## src/rtl/timer16_pkg.sv

```systemverilog
// Constants shared by the 16-bit timer access block
package timer16_pkg;
  // I/O location indices on the 8-bit register port
  localparam logic [3:0] ADDR_COUNTER_LOW   = 4'h0;
  localparam logic [3:0] ADDR_COUNTER_HIGH  = 4'h1;
  localparam logic [3:0] ADDR_COMPARE_A_LOW = 4'h2;
  localparam logic [3:0] ADDR_COMPARE_A_HI  = 4'h3;
  localparam logic [3:0] ADDR_COMPARE_B_LOW = 4'h4;
  localparam logic [3:0] ADDR_COMPARE_B_HI  = 4'h5;
  localparam logic [3:0] ADDR_CAPTURE_LOW   = 4'h6;
  localparam logic [3:0] ADDR_CAPTURE_HIGH  = 4'h7;
  localparam logic [3:0] ADDR_CONTROL_A     = 4'h8;
  localparam logic [3:0] ADDR_CONTROL_B     = 4'h9;
  localparam logic [3:0] ADDR_FLAGS         = 4'hA;
  localparam logic [3:0] ADDR_MASK          = 4'hB;
  localparam logic [3:0] ADDR_SPECIAL_IO    = 4'hC;
  // Control A fields
  localparam int CTRL_A_WGM_LSB   = 0;
  localparam int CTRL_A_FORCE_B   = 2;
  localparam int CTRL_A_FORCE_A   = 3;
  localparam int CTRL_A_COM_B_LSB = 4;
  localparam int CTRL_A_COM_A_LSB = 6;
  localparam logic [7:0] CTRL_A_STORE_MASK = 8'hF3;
  // Control B fields
  localparam int CTRL_B_CS_LSB    = 0;
  localparam int CTRL_B_WGM_LSB   = 3;
  localparam int CTRL_B_EDGE      = 6;
  localparam int CTRL_B_NOISE     = 7;
  localparam logic [7:0] CTRL_B_STORE_MASK = 8'hDF;
  // Flag and mask bit positions
  localparam int FLAG_OVERFLOW  = 2;
  localparam int FLAG_COMPARE_B = 3;
  localparam int FLAG_COMPARE_A = 4;
  localparam int FLAG_CAPTURE   = 5;
  localparam logic [7:0] FLAG_MASK = 8'h3C;
  // Special function register
  localparam int SFIO_PRESCALER_RESET = 0;
  localparam logic [7:0] SFIO_STORE_MASK = 8'hEC;
  // Reset values
  localparam logic [7:0]  RESET_BYTE = 8'h00;
  localparam logic [15:0] RESET_WORD = 16'h0000;
  // Counter limits
  localparam logic [15:0] LIMIT_BOTTOM = 16'h0000;
  localparam logic [15:0] LIMIT_MAX    = 16'hFFFF;
  localparam logic [15:0] TOP_8BIT     = 16'h00FF;
  localparam logic [15:0] TOP_9BIT     = 16'h01FF;
  localparam logic [15:0] TOP_10BIT    = 16'h03FF;
  // Clock select codes
  localparam logic [2:0] CS_STOP     = 3'h0;
  localparam logic [2:0] CS_DIRECT   = 3'h1;
  localparam logic [2:0] CS_DIV8     = 3'h2;
  localparam logic [2:0] CS_DIV64    = 3'h3;
  localparam logic [2:0] CS_DIV256   = 3'h4;
  localparam logic [2:0] CS_DIV1024  = 3'h5;
  localparam logic [2:0] CS_EXT_FALL = 3'h6;
  localparam logic [2:0] CS_EXT_RISE = 3'h7;
  localparam int PRESCALE_DIV8    = 8;
  localparam int PRESCALE_DIV64   = 64;
  localparam int PRESCALE_DIV256  = 256;
  localparam int PRESCALE_DIV1024 = 1024;
  localparam int PRESCALER_BITS   = 10;
  // Compare output actions
  localparam logic [1:0] COM_TOGGLE = 2'h1;
  localparam logic [1:0] COM_CLEAR  = 2'h2;
  localparam logic [1:0] COM_SET    = 2'h3;
  // Capture noise filter length in clock cycles
  localparam int NOISE_SAMPLES = 4;
endpackage

```

## src/rtl/timer16_access.sv

```systemverilog
// 16-bit timer front end: shared prescaler, byte access path, limits, flags
// Functional notes
// - Writing one to prescaler reset restarts shared prescaler; bit self-clears; zero ignored.
// - Prescaler reset disturbs tick timing of both timers sharing it.
// - Prescaler reset bit always reads as zero.
// - Counter, compares and capture are 16 bits, reached by two byte operations.
// - One shared 8-bit high-byte holding register serves all 16-bit registers.
// - Low-byte write loads holding byte and written byte into target together.
// - Counter or capture low-byte read copies target high byte into holding register same cycle.
// - Compare register reads return high byte directly, holding register untouched.
// - Control registers are single bytes, accessed directly without holding register.
// - Clock select picks prescaled or external tick; stop code halts counter.
// - Compare registers are matched on each timer tick; match sets flag, drives output.
// - Capture edge from pin or comparator stores counter; optional noise filter.
// - Top is 0xFFFF, 0x00FF, 0x01FF, 0x03FF, compare A or capture by mode.
// - Compare A as PWM top gives no PWM output; its top is double buffered.
// - Bottom signalled at 0x0000, maximum signalled at 0xFFFF.
// - Overflow, compare A, compare B, capture flags, each enabled by mask.
// - Control A holds force bits and mode bits 0-1; B holds bits 2-3.
// - Internal tick is the I/O clock or taps dividing by 8, 64, 256, 1024.
// - External code 7 counts rising edges, code 6 falling edges.
// - Processor counter write wins over clear or count in the same cycle.
`timescale 1ns/1ps
module timer16_access
  import timer16_pkg::*;
#(
  parameter int PRESCALER_WIDTH = PRESCALER_BITS,
  parameter int NOISE_LENGTH    = NOISE_SAMPLES
) (
  input  wire logic       CORE_CLK,
  input  wire logic       RESET,
  input  wire logic [3:0] IO_ADDR,
  input  wire logic       IO_WRITE,
  input  wire logic       IO_READ,
  input  wire logic [7:0] IO_WDATA,
  output logic      [7:0] IO_RDATA,
  input  wire logic       EXTERNAL_COUNT_PIN,
  input  wire logic       CAPTURE_PIN,
  input  wire logic       COMPARATOR_OUT,
  input  wire logic       CAPTURE_FROM_COMPARATOR,
  output logic            COMPARE_A_OUTPUT,
  output logic            COMPARE_B_OUTPUT,
  output logic            BOTTOM_REACHED,
  output logic            MAX_REACHED,
  output logic      [3:0] PRESCALE_TAPS,
  output logic      [3:0] IRQ_REQUEST
);

  initial begin
    if (PRESCALER_WIDTH < $clog2(PRESCALE_DIV1024)) begin
      $error("prescaler too narrow for the largest tap");
    end
    if (NOISE_LENGTH < 2 || NOISE_LENGTH > 15) begin
      $error("noise filter length out of range");
    end
  end

  typedef struct packed {
    logic [PRESCALER_WIDTH-1:0] prescaler;
    logic [7:0]  hold;
    logic [15:0] counter;
    logic [15:0] compare_a_buf;
    logic [15:0] compare_a;
    logic [15:0] compare_b_buf;
    logic [15:0] compare_b;
    logic [15:0] capture;
    logic [7:0]  control_a;
    logic [7:0]  control_b;
    logic [7:0]  flags;
    logic [7:0]  mask;
    logic [7:0]  special_io;
    logic [7:0]  rdata;
    logic [2:0]  ext_sync;
    logic        ext_level;
    logic [2:0]  cap_sync;
    logic        cap_level;
    logic [3:0]  cap_stable;
    logic        out_a;
    logic        out_b;
    logic        bottom;
    logic        max;
    logic [3:0]  irq;
  } state_s;

  state_s state;
  state_s next_state;

  function automatic logic [3:0] mode_of(input logic [7:0] ca, input logic [7:0] cb);
    mode_of = {cb[CTRL_B_WGM_LSB+1], cb[CTRL_B_WGM_LSB], ca[CTRL_A_WGM_LSB+1], ca[CTRL_A_WGM_LSB]};
  endfunction

  // Modes whose compare registers reload only at top
  function automatic logic is_pwm(input logic [3:0] mode);
    is_pwm = !(mode == 4'h0 || mode == 4'h4 || mode == 4'hC);
  endfunction

  function automatic logic top_is_compare_a(input logic [3:0] mode);
    top_is_compare_a = (mode == 4'h4 || mode == 4'h9 || mode == 4'hB || mode == 4'hF);
  endfunction

  function automatic logic [15:0] top_of(input logic [3:0] mode, input logic [15:0] cmp_a,
                                         input logic [15:0] cap);
    case (mode)
      4'h1, 4'h5: top_of = TOP_8BIT;
      4'h2, 4'h6: top_of = TOP_9BIT;
      4'h3, 4'h7: top_of = TOP_10BIT;
      4'h4, 4'h9, 4'hB, 4'hF: top_of = cmp_a;
      4'h8, 4'hA, 4'hC, 4'hE: top_of = cap;
      default: top_of = LIMIT_MAX;
    endcase
  endfunction

  function automatic logic apply_action(input logic [1:0] com, input logic cur);
    case (com)
      COM_TOGGLE: apply_action = !cur;
      COM_CLEAR:  apply_action = 1'b0;
      COM_SET:    apply_action = 1'b1;
      default:    apply_action = cur;
    endcase
  endfunction

  localparam int TAP_DIV [4] = '{PRESCALE_DIV8, PRESCALE_DIV64, PRESCALE_DIV256,
                                 PRESCALE_DIV1024};

  logic [3:0]  taps;
  logic [3:0]  mode;
  logic [2:0]  clock_select;
  logic [15:0] top;
  logic        ext_rise;
  logic        ext_fall;
  logic        timer_tick;
  logic        cap_edge;
  logic        prescaler_restart;
  logic        wr_counter_low;

  // Tap fires on the last count of its period, so all taps share one divider
  genvar g;
  generate
    for (g = 0; g < 4; g++) begin : gen_tap
      assign taps[g] = &state.prescaler[$clog2(TAP_DIV[g])-1:0];
    end
  endgenerate

  assign mode              = mode_of(state.control_a, state.control_b);
  assign clock_select      = state.control_b[CTRL_B_CS_LSB +: 3];
  assign top               = top_of(mode, state.compare_a, state.capture);
  assign prescaler_restart = IO_WRITE && IO_ADDR == ADDR_SPECIAL_IO
                             && IO_WDATA[SFIO_PRESCALER_RESET];
  assign wr_counter_low    = IO_WRITE && IO_ADDR == ADDR_COUNTER_LOW;

  // Edges come from the filtered level; the first sync stage feeds only the second
  always_comb begin
    ext_rise = 1'b0;
    ext_fall = 1'b0;
    if (state.ext_sync[1] == state.ext_sync[2] && state.ext_sync[2] != state.ext_level) begin
      ext_rise = state.ext_sync[2];
      ext_fall = !state.ext_sync[2];
    end
  end

  always_comb begin
    case (clock_select)
      CS_STOP:     timer_tick = 1'b0;
      CS_DIRECT:   timer_tick = 1'b1;
      CS_DIV8:     timer_tick = taps[0];
      CS_DIV64:    timer_tick = taps[1];
      CS_DIV256:   timer_tick = taps[2];
      CS_DIV1024:  timer_tick = taps[3];
      CS_EXT_FALL: timer_tick = ext_fall;
      CS_EXT_RISE: timer_tick = ext_rise;
      default:     timer_tick = 1'b0;
    endcase
  end

  // Noise filter trades NOISE_LENGTH - 1 cycles of delay for spike rejection
  logic cap_candidate;
  logic cap_accept;
  assign cap_candidate = state.cap_sync[1] == state.cap_sync[2]
                         && state.cap_sync[2] != state.cap_level;
  assign cap_accept    = cap_candidate && (!state.control_b[CTRL_B_NOISE]
                         || state.cap_stable == 4'(NOISE_LENGTH - 1));
  assign cap_edge      = cap_accept && (state.cap_sync[2] == state.control_b[CTRL_B_EDGE]);

  always_comb begin
    logic [15:0] counted;
    logic        at_top;
    logic        match_a;
    logic        match_b;
    logic [7:0]  set_flags;
    counted   = state.counter;
    at_top    = state.counter == top;
    match_a   = timer_tick && state.counter == state.compare_a;
    match_b   = timer_tick && state.counter == state.compare_b;
    set_flags = RESET_BYTE;
    next_state = state;
    next_state.rdata = RESET_BYTE;

    // Shared divider, restarted for every timer that taps it
    next_state.prescaler = prescaler_restart ? '0 : state.prescaler + 1'b1;

    next_state.ext_sync  = {state.ext_sync[1:0], EXTERNAL_COUNT_PIN};
    if (state.ext_sync[1] == state.ext_sync[2]) begin
      next_state.ext_level = state.ext_sync[2];
    end
    next_state.cap_sync = {state.cap_sync[1:0],
                           CAPTURE_FROM_COMPARATOR ? COMPARATOR_OUT : CAPTURE_PIN};
    if (!cap_candidate || cap_accept) begin
      next_state.cap_stable = 4'h0;
    end else begin
      next_state.cap_stable = state.cap_stable + 4'h1;
    end
    if (cap_accept) begin
      next_state.cap_level = state.cap_sync[2];
    end

    // Counting, overflow at top in PWM modes, else at MAX
    if (timer_tick) begin
      counted = at_top ? LIMIT_BOTTOM : state.counter + 16'h0001;
      if (is_pwm(mode) ? at_top : state.counter == LIMIT_MAX) begin
        set_flags[FLAG_OVERFLOW] = 1'b1;
      end
    end
    if (match_a) begin
      set_flags[FLAG_COMPARE_A] = 1'b1;
    end
    if (match_b) begin
      set_flags[FLAG_COMPARE_B] = 1'b1;
    end

    // Compare A as PWM top cannot drive a waveform
    if (match_a && !(is_pwm(mode) && top_is_compare_a(mode))) begin
      next_state.out_a = apply_action(state.control_a[CTRL_A_COM_A_LSB +: 2], state.out_a);
    end
    if (match_b) begin
      next_state.out_b = apply_action(state.control_a[CTRL_A_COM_B_LSB +: 2], state.out_b);
    end

    // Double buffering: PWM modes reload at top, others follow at once
    if (!is_pwm(mode) || (timer_tick && at_top)) begin
      next_state.compare_a = state.compare_a_buf;
      next_state.compare_b = state.compare_b_buf;
    end

    if (cap_edge) begin
      next_state.capture = state.counter;
      set_flags[FLAG_CAPTURE] = 1'b1;
    end

    // Reads
    if (IO_READ) begin
      case (IO_ADDR)
        ADDR_COUNTER_LOW: begin
          next_state.rdata = state.counter[7:0];
          next_state.hold  = state.counter[15:8];
        end
        ADDR_CAPTURE_LOW: begin
          next_state.rdata = state.capture[7:0];
          next_state.hold  = state.capture[15:8];
        end
        ADDR_COUNTER_HIGH, ADDR_CAPTURE_HIGH: next_state.rdata = state.hold;
        ADDR_COMPARE_A_LOW: next_state.rdata = state.compare_a_buf[7:0];
        ADDR_COMPARE_A_HI:  next_state.rdata = state.compare_a_buf[15:8];
        ADDR_COMPARE_B_LOW: next_state.rdata = state.compare_b_buf[7:0];
        ADDR_COMPARE_B_HI:  next_state.rdata = state.compare_b_buf[15:8];
        ADDR_CONTROL_A:     next_state.rdata = state.control_a;
        ADDR_CONTROL_B:     next_state.rdata = state.control_b;
        ADDR_FLAGS:         next_state.rdata = state.flags;
        ADDR_MASK:          next_state.rdata = state.mask;
        ADDR_SPECIAL_IO:    next_state.rdata = state.special_io;
        default:            next_state.rdata = RESET_BYTE;
      endcase
    end

    // Writes; any high byte lands in the shared holding register
    next_state.counter = counted;
    next_state.flags   = state.flags | set_flags;
    if (IO_WRITE) begin
      case (IO_ADDR)
        ADDR_COUNTER_HIGH, ADDR_COMPARE_A_HI, ADDR_COMPARE_B_HI, ADDR_CAPTURE_HIGH:
          next_state.hold = IO_WDATA;
        ADDR_COUNTER_LOW:   next_state.counter = {state.hold, IO_WDATA};
        ADDR_COMPARE_A_LOW: next_state.compare_a_buf = {state.hold, IO_WDATA};
        ADDR_COMPARE_B_LOW: next_state.compare_b_buf = {state.hold, IO_WDATA};
        ADDR_CAPTURE_LOW:   next_state.capture = {state.hold, IO_WDATA};
        ADDR_CONTROL_A: begin
          next_state.control_a = IO_WDATA & CTRL_A_STORE_MASK;
          // Force bits act once outside PWM modes and never store; no flag is raised
          if (IO_WDATA[CTRL_A_FORCE_A] && !is_pwm(mode)) begin
            next_state.out_a = apply_action(state.control_a[CTRL_A_COM_A_LSB +: 2], state.out_a);
          end
          if (IO_WDATA[CTRL_A_FORCE_B] && !is_pwm(mode)) begin
            next_state.out_b = apply_action(state.control_a[CTRL_A_COM_B_LSB +: 2], state.out_b);
          end
        end
        ADDR_CONTROL_B: next_state.control_b = IO_WDATA & CTRL_B_STORE_MASK;
        // Write one clears; a flag set this cycle survives
        ADDR_FLAGS:     next_state.flags = (state.flags & ~IO_WDATA & FLAG_MASK) | set_flags;
        ADDR_MASK:      next_state.mask = IO_WDATA & FLAG_MASK;
        ADDR_SPECIAL_IO: next_state.special_io = IO_WDATA & SFIO_STORE_MASK;
        default: ;
      endcase
    end

    next_state.bottom = next_state.counter == LIMIT_BOTTOM;
    next_state.max    = next_state.counter == LIMIT_MAX;
    next_state.irq    = {next_state.flags[FLAG_CAPTURE], next_state.flags[FLAG_COMPARE_A],
                         next_state.flags[FLAG_COMPARE_B], next_state.flags[FLAG_OVERFLOW]}
                        & {next_state.mask[FLAG_CAPTURE], next_state.mask[FLAG_COMPARE_A],
                           next_state.mask[FLAG_COMPARE_B], next_state.mask[FLAG_OVERFLOW]};
  end

  always_ff @(posedge CORE_CLK) begin
    if (RESET) begin
      state        <= '0;
      state.bottom <= 1'b1;
    end else begin
      state <= next_state;
    end
  end

  assign IO_RDATA         = state.rdata;
  assign COMPARE_A_OUTPUT = state.out_a;
  assign COMPARE_B_OUTPUT = state.out_b;
  assign BOTTOM_REACHED   = state.bottom;
  assign MAX_REACHED      = state.max;
  assign PRESCALE_TAPS    = taps;
  assign IRQ_REQUEST      = state.irq;
endmodule

```

## config.mk

```make
export PLATFORM = sky130hd
export DESIGN_NAME = timer16_access
export DESIGN_NICKNAME = d
export VERILOG_FILES = /design/src/rtl/timer16_pkg.sv /design/src/rtl/timer16_access.sv
export SDC_FILE = /design/constraint.sdc
export NUM_CORES = 1
export LEC_CHECK = 0
export BUFFER_PORTS_ARGS = -buffer_cell sky130_fd_sc_hd__buf_4
export CORE_ASPECT_RATIO = 1.5
export CORE_MARGIN = 8
export CORE_UTILIZATION = 45
export CTS_CLUSTER_DIAMETER = 30
export CTS_CLUSTER_SIZE = 14
export DETAILED_ROUTE_END_ITERATION = 12
export PLACE_DENSITY_LB_ADDON = 0.08
export SLEW_MARGIN = 30
export SYNTH_ARGS = -nofsm -noshare
export SYNTH_HDL_FRONTEND = slang
export SYNTH_SLANG_ARGS = --single-unit
```

## constraint.sdc

```tcl
create_clock -name CORE_CLK -period 7.6 [get_ports CORE_CLK]
set_input_delay 0 -clock CORE_CLK [delete_from_list [all_inputs] [get_ports CORE_CLK]]
set_output_delay 0 -clock CORE_CLK [all_outputs]
set_load 0.02 [all_outputs]
```

==> impl_metrics.toml, run 1 <==
[routing]
drc = 0
wire_per_inst_um = 23.6
wl_um = 32000
vias = 8219
drt_pass1_iterations = 6
viasPerCell = 6.07
drt_iter0_drc = 813
ant_nets = 0

[setup_path]
critPathMaxFanout = 33
reg2reg_depth = 10
start_kind = "flop"
critPathRequiredTime_ns = 7.96
critPathKind = "flop to flop"
critical_path_arrival_ns = 4.21
ff2ff_setup_slack_ns = 3.75
r2r-end = "IRQ_REQUEST[0]$_SDFF_PP0_"
end_kind = "flop"
r2r-start = "mode[2]$_SDFFE_PP0P_"

[clock_tree]
cts_buffers = 17
path_clk_slew_ns = 0.07
cts_setup_buffers = 0
clockBufferDepth = 2
htree_levels = 4
clkLatencyLatePin_ns = 0.44
cts-root-buf = "clkbuf_16"
cts_tree = "done"
ctsResizeCount = 0
cts.sink_count = 168

[floorplan]
die_h_um = 190
core_mm2 = 0.0198
io_pins = 40
die-area_mm2 = 0.0250
num_rows = 63
die_x_um = 132
start_util_pct = 45.8

[global_routing]
grt_max_degree = 99
gr-total-overflow = 0
grt.total_usage_pct = 25.6
antenna_found_initial = 0
grt_pass1_vias = 7964
grt_pass1_wl_um = 48800

[layout]
final_layout_size_suffix_gt1_share_pct = 9.59
fin_area_mm2 = 0.00996
layout_common_cells = "dfxtp_1 (167), nor2_1 (157), nand2_1 (108), mux2i_1 (76), a21oi_1 (60)"
synthToLayoutAreaGrowth_pct = 9.79
stdcell_count = 1355
nets = 1106
antenna_cells = 0
final_common_cell = "dfxtp_1"

[sta]
worst_slew_pin_slew_ns = 0.959
clock.fmax_mhz = 260
timing.final.crit_period_ns = 3.85
finalCritPeriodShare_pct = 50.6
max-slew-margin-rel_pct = 35.9
hold_violations = 0
maxSlewViolCount = 0
rsz0062_at_grt = "no"
setup_viol = 0
final.setup.tns_ns = 0
skew_ns = 0.0103

[power]
seqPwrFrac_pct = 47.6
power_density_mw_per_mm2 = 193
switching_share_pct = 27.1
power.internal_w = 0.00140
p_clk_share_pct = 45.4
peakVddDrop_mv = 0.165
p_comb_share_pct = 6.9
p_leak_nw = 3.67
p_sw_w = 0.000522

[worst_hold_path]
hold-path-cell-count = 2
hold_start = "RESET"
hp-class = "input pin to flop"
hold_end = "state[84]$_SDFFE_PP0P_"

[placed_design]
dp_cells = 1311
io_buffer_count = 39
gp_congestion = 0.914
place_hpwl_um = 22100
dpl_cell_area_mm2 = 0.00925

[yosys]
yosys_warnings = 0
synth.avg_cell_area_um2 = 8.15
synthFlopType = "dfxtp_1"
yosys_register_bits = 168
netlist_area_mm2 = 0.00907
ys_seq_area_share_pct = 37.1
netlist_instances = 1113
async_reset_ff_share_pct = 0
synth_edf_count = 0
ys_types = 73
syn_nets = 1137

[status]
status = "finished clean"

[run]
drv_cap = 0
==> cells by family after synthesis <==
kind of cell    synth area share (%)
compound gates                  19.2
xor+xnor                        5.60
fa+ha+maj                      0.552
buf+inv                         7.19
flops                           37.1
mux                             9.13
simple gates                    21.2
==> flip-flops by register name, summed over array words and instances, names as in the netlist, 3 cells and up <==
signal and cells:
mode 4, clock_select 3, state 141, next_state 4
IO_RDATA 8, IRQ_REQUEST 4
==> cells in the mapped netlist (12+ instances only) <==
library cell	instances	area [um2]
nor2b_1	21	131
nor2_1	157	589
mux2i_1	76	761
inv_1	25	93.8
a31oi_1	12	75.1
nand2b_1	19	119
a21oi_1	61	305
o31ai_1	12	90.1
a211oi_1	26	195
dfxtp_1	168	3360
clkbuf_1	66	248
nand2_1	109	409
nand3_1	28	140
nor3_1	27	135
buf_4	20	150
xnor2_1	30	263
xor2_1	28	245
a22oi_1	29	218
a22o_1	18	158
o21ai_0	23	115
buf_2	13	65.1
nor4_1	16	100
==> worst max-delay path: stages (launching register included) <==
cell and delay, ns:
dfxtp_1 0.66, nor2b_1 0.83, o2bb2ai_1 0.22, mux2i_1 0.10
a22oi_1 0.24, and4b_1 0.23, nand4_1 0.32, o21bai_4 0.21
buf_4 0.53, a22oi_1 0.18, nor3_1 0.21
==> metal layers <==
metal,track usage [%],routed length (um),up-vias
met5,0,0,-
met4,19.0,2140,0
met3,3.91,1750,105
met2,41.3,15000,344
met1,30.4,13100,3918
li1,-,-,3852
==> repair_timing <==
item	in CTS	in global routing
endpoints found under the hold margin	53	0
hold buffers	12	0
endpoints found under the setup margin	0	0
==> per-stage QoR <==
| step | total power (W) | worst slack (ns) | utilization [%] | hold slack [ns] |
|---|---|---|---|---|
| after floorplan | 0.00101 | 4.94 | - | 0.128 |
| after global placement | 0.00106 | 3.69 | 46.7 | 0.210 |
| after detailed placement | 0.00106 | 3.65 | 46.7 | 0.216 |
| after CTS | 0.00194 | 3.62 | 50.3 | 0.0153 |
| after global routing | 0.00199 | 3.43 | 50.3 | 0.0443 |
| final | 0.00193 | 3.75 | 50.3 | 0.0312 |
==> how the worst max path moves through the flow <==
stage / from / to / slack [ns] / depth (start not counted)
finish: mode[2]$_SDFFE_PP0P_ / IRQ_REQUEST[0]$_SDFF_PP0_ / 3.75 / 10
global route: mode[2]$_SDFFE_PP0P_ / IRQ_REQUEST[0]$_SDFF_PP0_ / 3.43 / 10
CTS: mode[3]$_SDFFE_PP0P_ / IRQ_REQUEST[0]$_SDFF_PP0_ / 3.62 / 10
detailed placement: mode[3]$_SDFFE_PP0P_ / IRQ_REQUEST[0]$_SDFF_PP0_ / 3.65 / 10
global placement: mode[3]$_SDFFE_PP0P_ / state[127]$_SDFFE_PP0P_ / 3.69 / 10
floorplan: state[172]$_SDFF_PP0_ / MAX_REACHED$_SDFF_PP0_ / 4.94 / 12
==> final cells by class <==
class	count	area, um2
tap	260	325
fill	1931	9830
inverter	27	104
multi-input combinational	807	5080
sequential	168	3360
clock inverter	15	164
clock buffer	17	425
timing repair buffer	61	492
==> power by group through the flow <==
stage | sequential [W] | combinational (W) | clock (W)
final | 0.000917 | 0.000134 | 0.000875
after global routing | 0.000918 | 0.000144 | 0.000929
after CTS | 0.000916 | 0.000133 | 0.000894
after detailed placement | 0.000936 | 0.000127 | 0
after global placement | 0.000936 | 0.000127 | 0
after floorplan | 0.000920 | 0.0000933 | 0
Power figures use the tool's default switching activity.
==> inputs of run 2 (changes only) <==
==> constraint.sdc (replaced) <==
create_clock -name CORE_CLK -period 3.6 [get_ports CORE_CLK]
set_input_delay 0 -clock CORE_CLK [delete_from_list [all_inputs] [get_ports CORE_CLK]]
set_output_delay 0 -clock CORE_CLK [all_outputs]
set_load 0.02 [all_outputs]
==> run 2 against run 1 <==
Net effect: worst hold slack got worse by 0.016 ns; via count is 2.6% higher; critical path type unchanged; global-route usage increased by 0.20 points; utilization is 0.59 points higher; worst setup slack worse by 3.4 ns; final cell count rose by 1.2%; sequential power increased by 110%; clock-buffer cell count grew 1; register-to-register slack worse by 3.4 ns.
==> impl_metrics.toml, run 2 (synthesized netlist as in run 1, its figures left out) <==
[status]
status = "finished clean"

[power]
power_density_mw_per_mm2 = 396
p_leak_nw = 3.76
peakVddDrop_mv = 0.318
p_clk_share_pct = 44.1
seqPwrFrac_pct = 48.5
power.internal_w = 0.00294
p_sw_w = 0.00104
p_comb_share_pct = 7.4
switching_share_pct = 26.2

[placed_design]
io_buffer_count = 39
gp_congestion = 0.942
dpl_worst_slack_ns = 0.389
place_hpwl_um = 22900
dpl_cell_area_mm2 = 0.00940

[setup_path]
critPathMaxFanout = 17
critPathKind = "flop to flop"
end_kind = "flop"
critPathRequiredTime_ns = 3.95
reg2reg_depth = 12
start_kind = "flop"
critical_path_arrival_ns = 3.61

[layout]
top_register = "state"
final_common_cell = "dfxtp_1"
seq_area_mm2 = 0.00336
synthToLayoutAreaGrowth_pct = 11.1
layout_common_cells = "dfxtp_1 (168), nor2_1 (157), nand2_1 (108), mux2i_1 (76), buf_4 (65)"
multi_input_area_mm2 = 0.00509
n_fill_cell = 1959
fin_area_mm2 = 0.0101
final_layout_size_suffix_gt1_share_pct = 10.8
largest_reg_flops = 141
nets = 1124
post-route-util_pct = 50.9
antenna_cells = 0

[routing]
drc = 0
wl_um = 32800
drt_pass1_iterations = 7
wire_per_inst_um = 23.9
vias = 8430
ant_nets = 0
drt_iter0_drc = 811
viasPerCell = 6.15

[global_routing]
grt.total_usage_pct = 25.8
grt_max_degree = 107
grt_pass1_wl_um = 49700
grt_pass1_vias = 8129
gr-total-overflow = 0
antenna_found_initial = 0

[clock_tree]
cts-root-buf = "clkbuf_16"
htree_levels = 4
clkLatencyLatePin_ns = 0.44
cts_buffers = 17
cts_tree = "done"
path_clk_slew_ns = 0.07
cts.sink_count = 168
clockBufferDepth = 2
ctsResizeCount = 0

[floorplan]
die_x_um = 132
num_rows = 63
die-area_mm2 = 0.0250
core_mm2 = 0.0198
die_h_um = 190
io_pins = 40
start_util_pct = 45.8

[sta]
max-slew-margin-rel_pct = 36.1
maxSlewViolCount = 0
finalCritPeriodShare_pct = 90.5
setup_viol = 0
timing.hold.ws_ns = 0.0154
fin_ws_ns = 0.341
hold_violations = 0
skew_ns = 0.0118
timing.final.crit_period_ns = 3.26
worst_slew_pin_slew_ns = 0.957
rsz0062_at_grt = "no"
clock.fmax_mhz = 307
final.setup.tns_ns = 0

[run]
drv_cap = 0

[worst_hold_path]
hold-path-cell-count = 2
hp-class = "input pin to flop"
==> run 2: worst paths after layout <==
kind                            slack, ns                      start                        end
worst max register to register       0.34      state[172]$_SDFF_PP0_     MAX_REACHED$_SDFF_PP0_
worst min-delay path                 0.02                      RESET  next_state[14]$_SDFF_PP0_
worst min register to register       0.45  next_state[18]$_SDFF_PP0_  next_state[19]$_SDFF_PP0_
worst max-delay path                 0.34      state[172]$_SDFF_PP0_     MAX_REACHED$_SDFF_PP0_
==> run 2: area by class of cell <==
type	count	area share, %
clock buffers	18	4.26
repair buffers	79	6.43
flip-flops and latches	168	33.4
inverters	27	1.03
well taps	260	3.23
multi-input cells	807	50.5
clock inverters	12	1.17
==> run 2: layer usage <==
layer / vias up / share of wire (%) / global-route usage, %
met5: - / 0 / 0
met1: 4036 / 40 / 29.4
met3: 132 / 5.3 / 4.17
li1: 3897 / - / -
met2: 365 / 47 / 42.8
met4: 0 / 7.4 / 19.3
==> run 2: power by group through the flow <==
stage | Sequential [W] | Combinational (W) | Clock (W)
finish | 0.00193 | 0.000295 | 0.00176
global route | 0.00193 | 0.000315 | 0.00185
CTS | 0.00193 | 0.000290 | 0.00178
detailed placement | 0.00197 | 0.000278 | 0
global placement | 0.00197 | 0.000278 | 0
floorplan | 0.00194 | 0.000197 | 0
==> run 2: critical path, cell delays in order (launching register included) <==
cell	delay, ns
dfxtp_1	0.33
ha_1	0.23
ha_1	0.20
nand2_1	0.07
mux2i_1	0.10
a221oi_4	0.78
buf_4	0.32
nand2b_1	0.16
xnor2_1	0.15
a32oi_1	0.08
a221o_1	0.29
a2111o_1	0.31
nor4_2	0.14
==> run 2: stage by stage <==
stage | cells | power (W)
after global routing | 1371 | 0.00410
final | 1371 | 0.00399
after floorplan | 1113 | 0.00214
after detailed placement | 1329 | 0.00225
after global placement | 1329 | 0.00225
after CTS | 1371 | 0.00400
==> run 2: timing repair <==
| action | in CTS | in global routing |
|---|---|---|
| endpoints found under the setup margin | 0 | 0 |
| endpoints found under the hold margin | 46 | 0 |
| buffers inserted | 0 | 0 |
| hold buffers | 12 | 0 |
==> inputs of run 3 (changes only) <==
--- a/config.mk
+++ b/config.mk
@@ -12,7 +12,7 @@
 export CTS_CLUSTER_DIAMETER = 30
 export CTS_CLUSTER_SIZE = 14
 export DETAILED_ROUTE_END_ITERATION = 12
-export PLACE_DENSITY_LB_ADDON = 0.08
+export PLACE_DENSITY = 0.6
 export SLEW_MARGIN = 30
 export SYNTH_ARGS = -nofsm -noshare
 export SYNTH_HDL_FRONTEND = slang
==> run 3 against run 2 <==
Net effect: final cell count grew 0.44%; fmax about the same; sequential share of layout area fell by 0.26 points; sequential cell count unchanged; worst hold slack better by 0.058 ns; first-iteration DRC count rose by 13%; worst setup slack improved by 0.00052 ns; non-clock buffer count up 4; total power is 3.4% higher; global-route usage is 0.32 points lower; routed wire length down 1.3%; largest power group unchanged.
==> impl_metrics.toml, run 3 (synthesized netlist as in run 1, its figures left out) <==
[status]
status = "finished clean"

[sta]
clock.fmax_mhz = 307
setup_viol = 0
timing.final.crit_period_ns = 3.26
max-slew-margin-rel_pct = 40.1
hold_violations = 0
finalCritPeriodShare_pct = 90.5
rsz0062_at_grt = "no"
skew_ns = 0.0135
final.setup.tns_ns = 0
maxSlewViolCount = 0
worst_slew_pin_slew_ns = 0.896

[layout]
antenna_cells = 0
largest_reg_flops = 141
final_common_cell = "dfxtp_1"
final_layout_size_suffix_gt1_share_pct = 11.2
top_register = "state"
n_fill_cell = 1958
seq_area_mm2 = 0.00336
layout_common_cells = "dfxtp_1 (168), nor2_1 (157), nand2_1 (108), mux2i_1 (76), buf_4 (69)"
synthToLayoutAreaGrowth_pct = 11.9
stdcell_count = 1377
nets = 1128
multi_input_area_mm2 = 0.00509

[routing]
viasPerCell = 6.19
drt_pass1_iterations = 7
ant_nets = 0
vias = 8517
drc = 0
drt_iter0_drc = 915
wl_um = 32400
wire_per_inst_um = 23.5

[power]
p_sw_w = 0.00109
p_clk_share_pct = 46.0
total_power_w = 0.00412
peakVddDrop_mv = 0.323
switching_share_pct = 26.4
power.internal_w = 0.00303
seqPwrFrac_pct = 46.9
p_comb_share_pct = 7.2
p_leak_nw = 3.81
power_density_mw_per_mm2 = 406

[setup_path]
r2r-end = "MAX_REACHED$_SDFF_PP0_"
critPathKind = "flop to flop"
crit_start = "state[172]$_SDFF_PP0_"
reg2reg_depth = 12
worstSetupEndpoint = "MAX_REACHED$_SDFF_PP0_"
critPathMaxFanout = 15
r2r-start = "state[172]$_SDFF_PP0_"
end_kind = "flop"
critPathRequiredTime_ns = 3.95
start_kind = "flop"
ff2ff_setup_slack_ns = 0.34
critical_path_arrival_ns = 3.61

[clock_tree]
path_clk_slew_ns = 0.07
cts_tree = "done"
htree_levels = 4
cts_setup_buffers = 0
clockBufferDepth = 2
cts.sink_count = 168
clkLatencyLatePin_ns = 0.44
cts-root-buf = "clkbuf_16"
ctsResizeCount = 0
cts_buffers = 17

[global_routing]
grt_pass1_vias = 7989
grt_max_degree = 89
antenna_found_initial = 0
grt.total_usage_pct = 25.5
gr-total-overflow = 0
grt_pass1_wl_um = 48900

[floorplan]
die_h_um = 190
num_rows = 63
start_util_pct = 45.8
die_x_um = 132
io_pins = 40
die-area_mm2 = 0.0250
core_mm2 = 0.0198

[placed_design]
gp_congestion = 0.952
io_buffer_count = 39
place_hpwl_um = 22600
dp_cells = 1333

[run]
drv_cap = 0

[worst_hold_path]
hp-class = "input pin to flop"
hold_start = "RESET"
[run 3: critical path, cell delays in order, from the launching register on]
cell	delay, ns
dfxtp_1	0.33
ha_1	0.23
ha_1	0.22
nand2_1	0.07
mux2i_1	0.10
a221oi_4	0.73
buf_4	0.27
nand2_1	0.06
a32oi_1	0.26
o21ai_0	0.12
a2111oi_0	0.36
o21ai_0	0.19
nor4_2	0.23
[run 3: power groups by stage]
stage | combinational (W) | clock (W) | sequential [W]
floorplan | 0.000197 | 0 | 0.00194
global placement | 0.000278 | 0 | 0.00197
detailed placement | 0.000278 | 0 | 0.00197
CTS | 0.000290 | 0.00191 | 0.00193
global route | 0.000317 | 0.00199 | 0.00193
finish | 0.000295 | 0.00189 | 0.00193
[run 3: cell type report]
| cell class | count | share of cell area [%] |
|---|---|---|
| Multi-Input combinational cell | 807 | 50.1 |
| Sequential cell | 168 | 33.1 |
| Clock buffer | 19 | 4.26 |
| Clock inverter | 13 | 1.59 |
| Tap cell | 260 | 3.20 |
| Timing Repair Buffer | 83 | 6.68 |
| Inverter | 27 | 1.02 |
[run 3: through the flow]
step                area (um2)  hold WS [ns]  utilization [%]  worst slack, ns
floorplan                 9070         0.128                -            0.942
global placement          9430         0.210             47.7            0.445
detailed placement        9430         0.222             47.7            0.336
CTS                      10100        0.0748             51.3            0.329
global route             10200        0.0926             51.3            0.125
finish                   10200        0.0731             51.3            0.342
[run 3: per-layer routing]
metal / global-route usage, % / vias to the layer above / routed length [um]
met4: 19.1 / 0 / 2390
met5: 0 / - / 0
met3: 3.88 / 134 / 2130
met1: 29.5 / 4064 / 12500
met2: 42.0 / 407 / 15300
li1: - / 3912 / -
[run 3: worst min-delay path by stage]
stage / end / slack (ns) / cells after the start
2_1_floorplan: next_state[18]$_SDFF_PP0_ / 0.13 / 1
3_3_place_gp: next_state[18]$_SDFF_PP0_ / 0.21 / 2
3_5_place_dp: next_state[18]$_SDFF_PP0_ / 0.22 / 2
4_1_cts: clock_select[0]$_SDFFE_PP0P_ / 0.07 / 2
5_1_grt: next_state[14]$_SDFF_PP0_ / 0.09 / 2
6_report: next_state[14]$_SDFF_PP0_ / 0.07 / 2
[run 3: repair_timing]
action,4_1_cts,5_1_grt
hold endpoints to repair,47,0
hold buffers,12,0
setup endpoints to repair,0,0
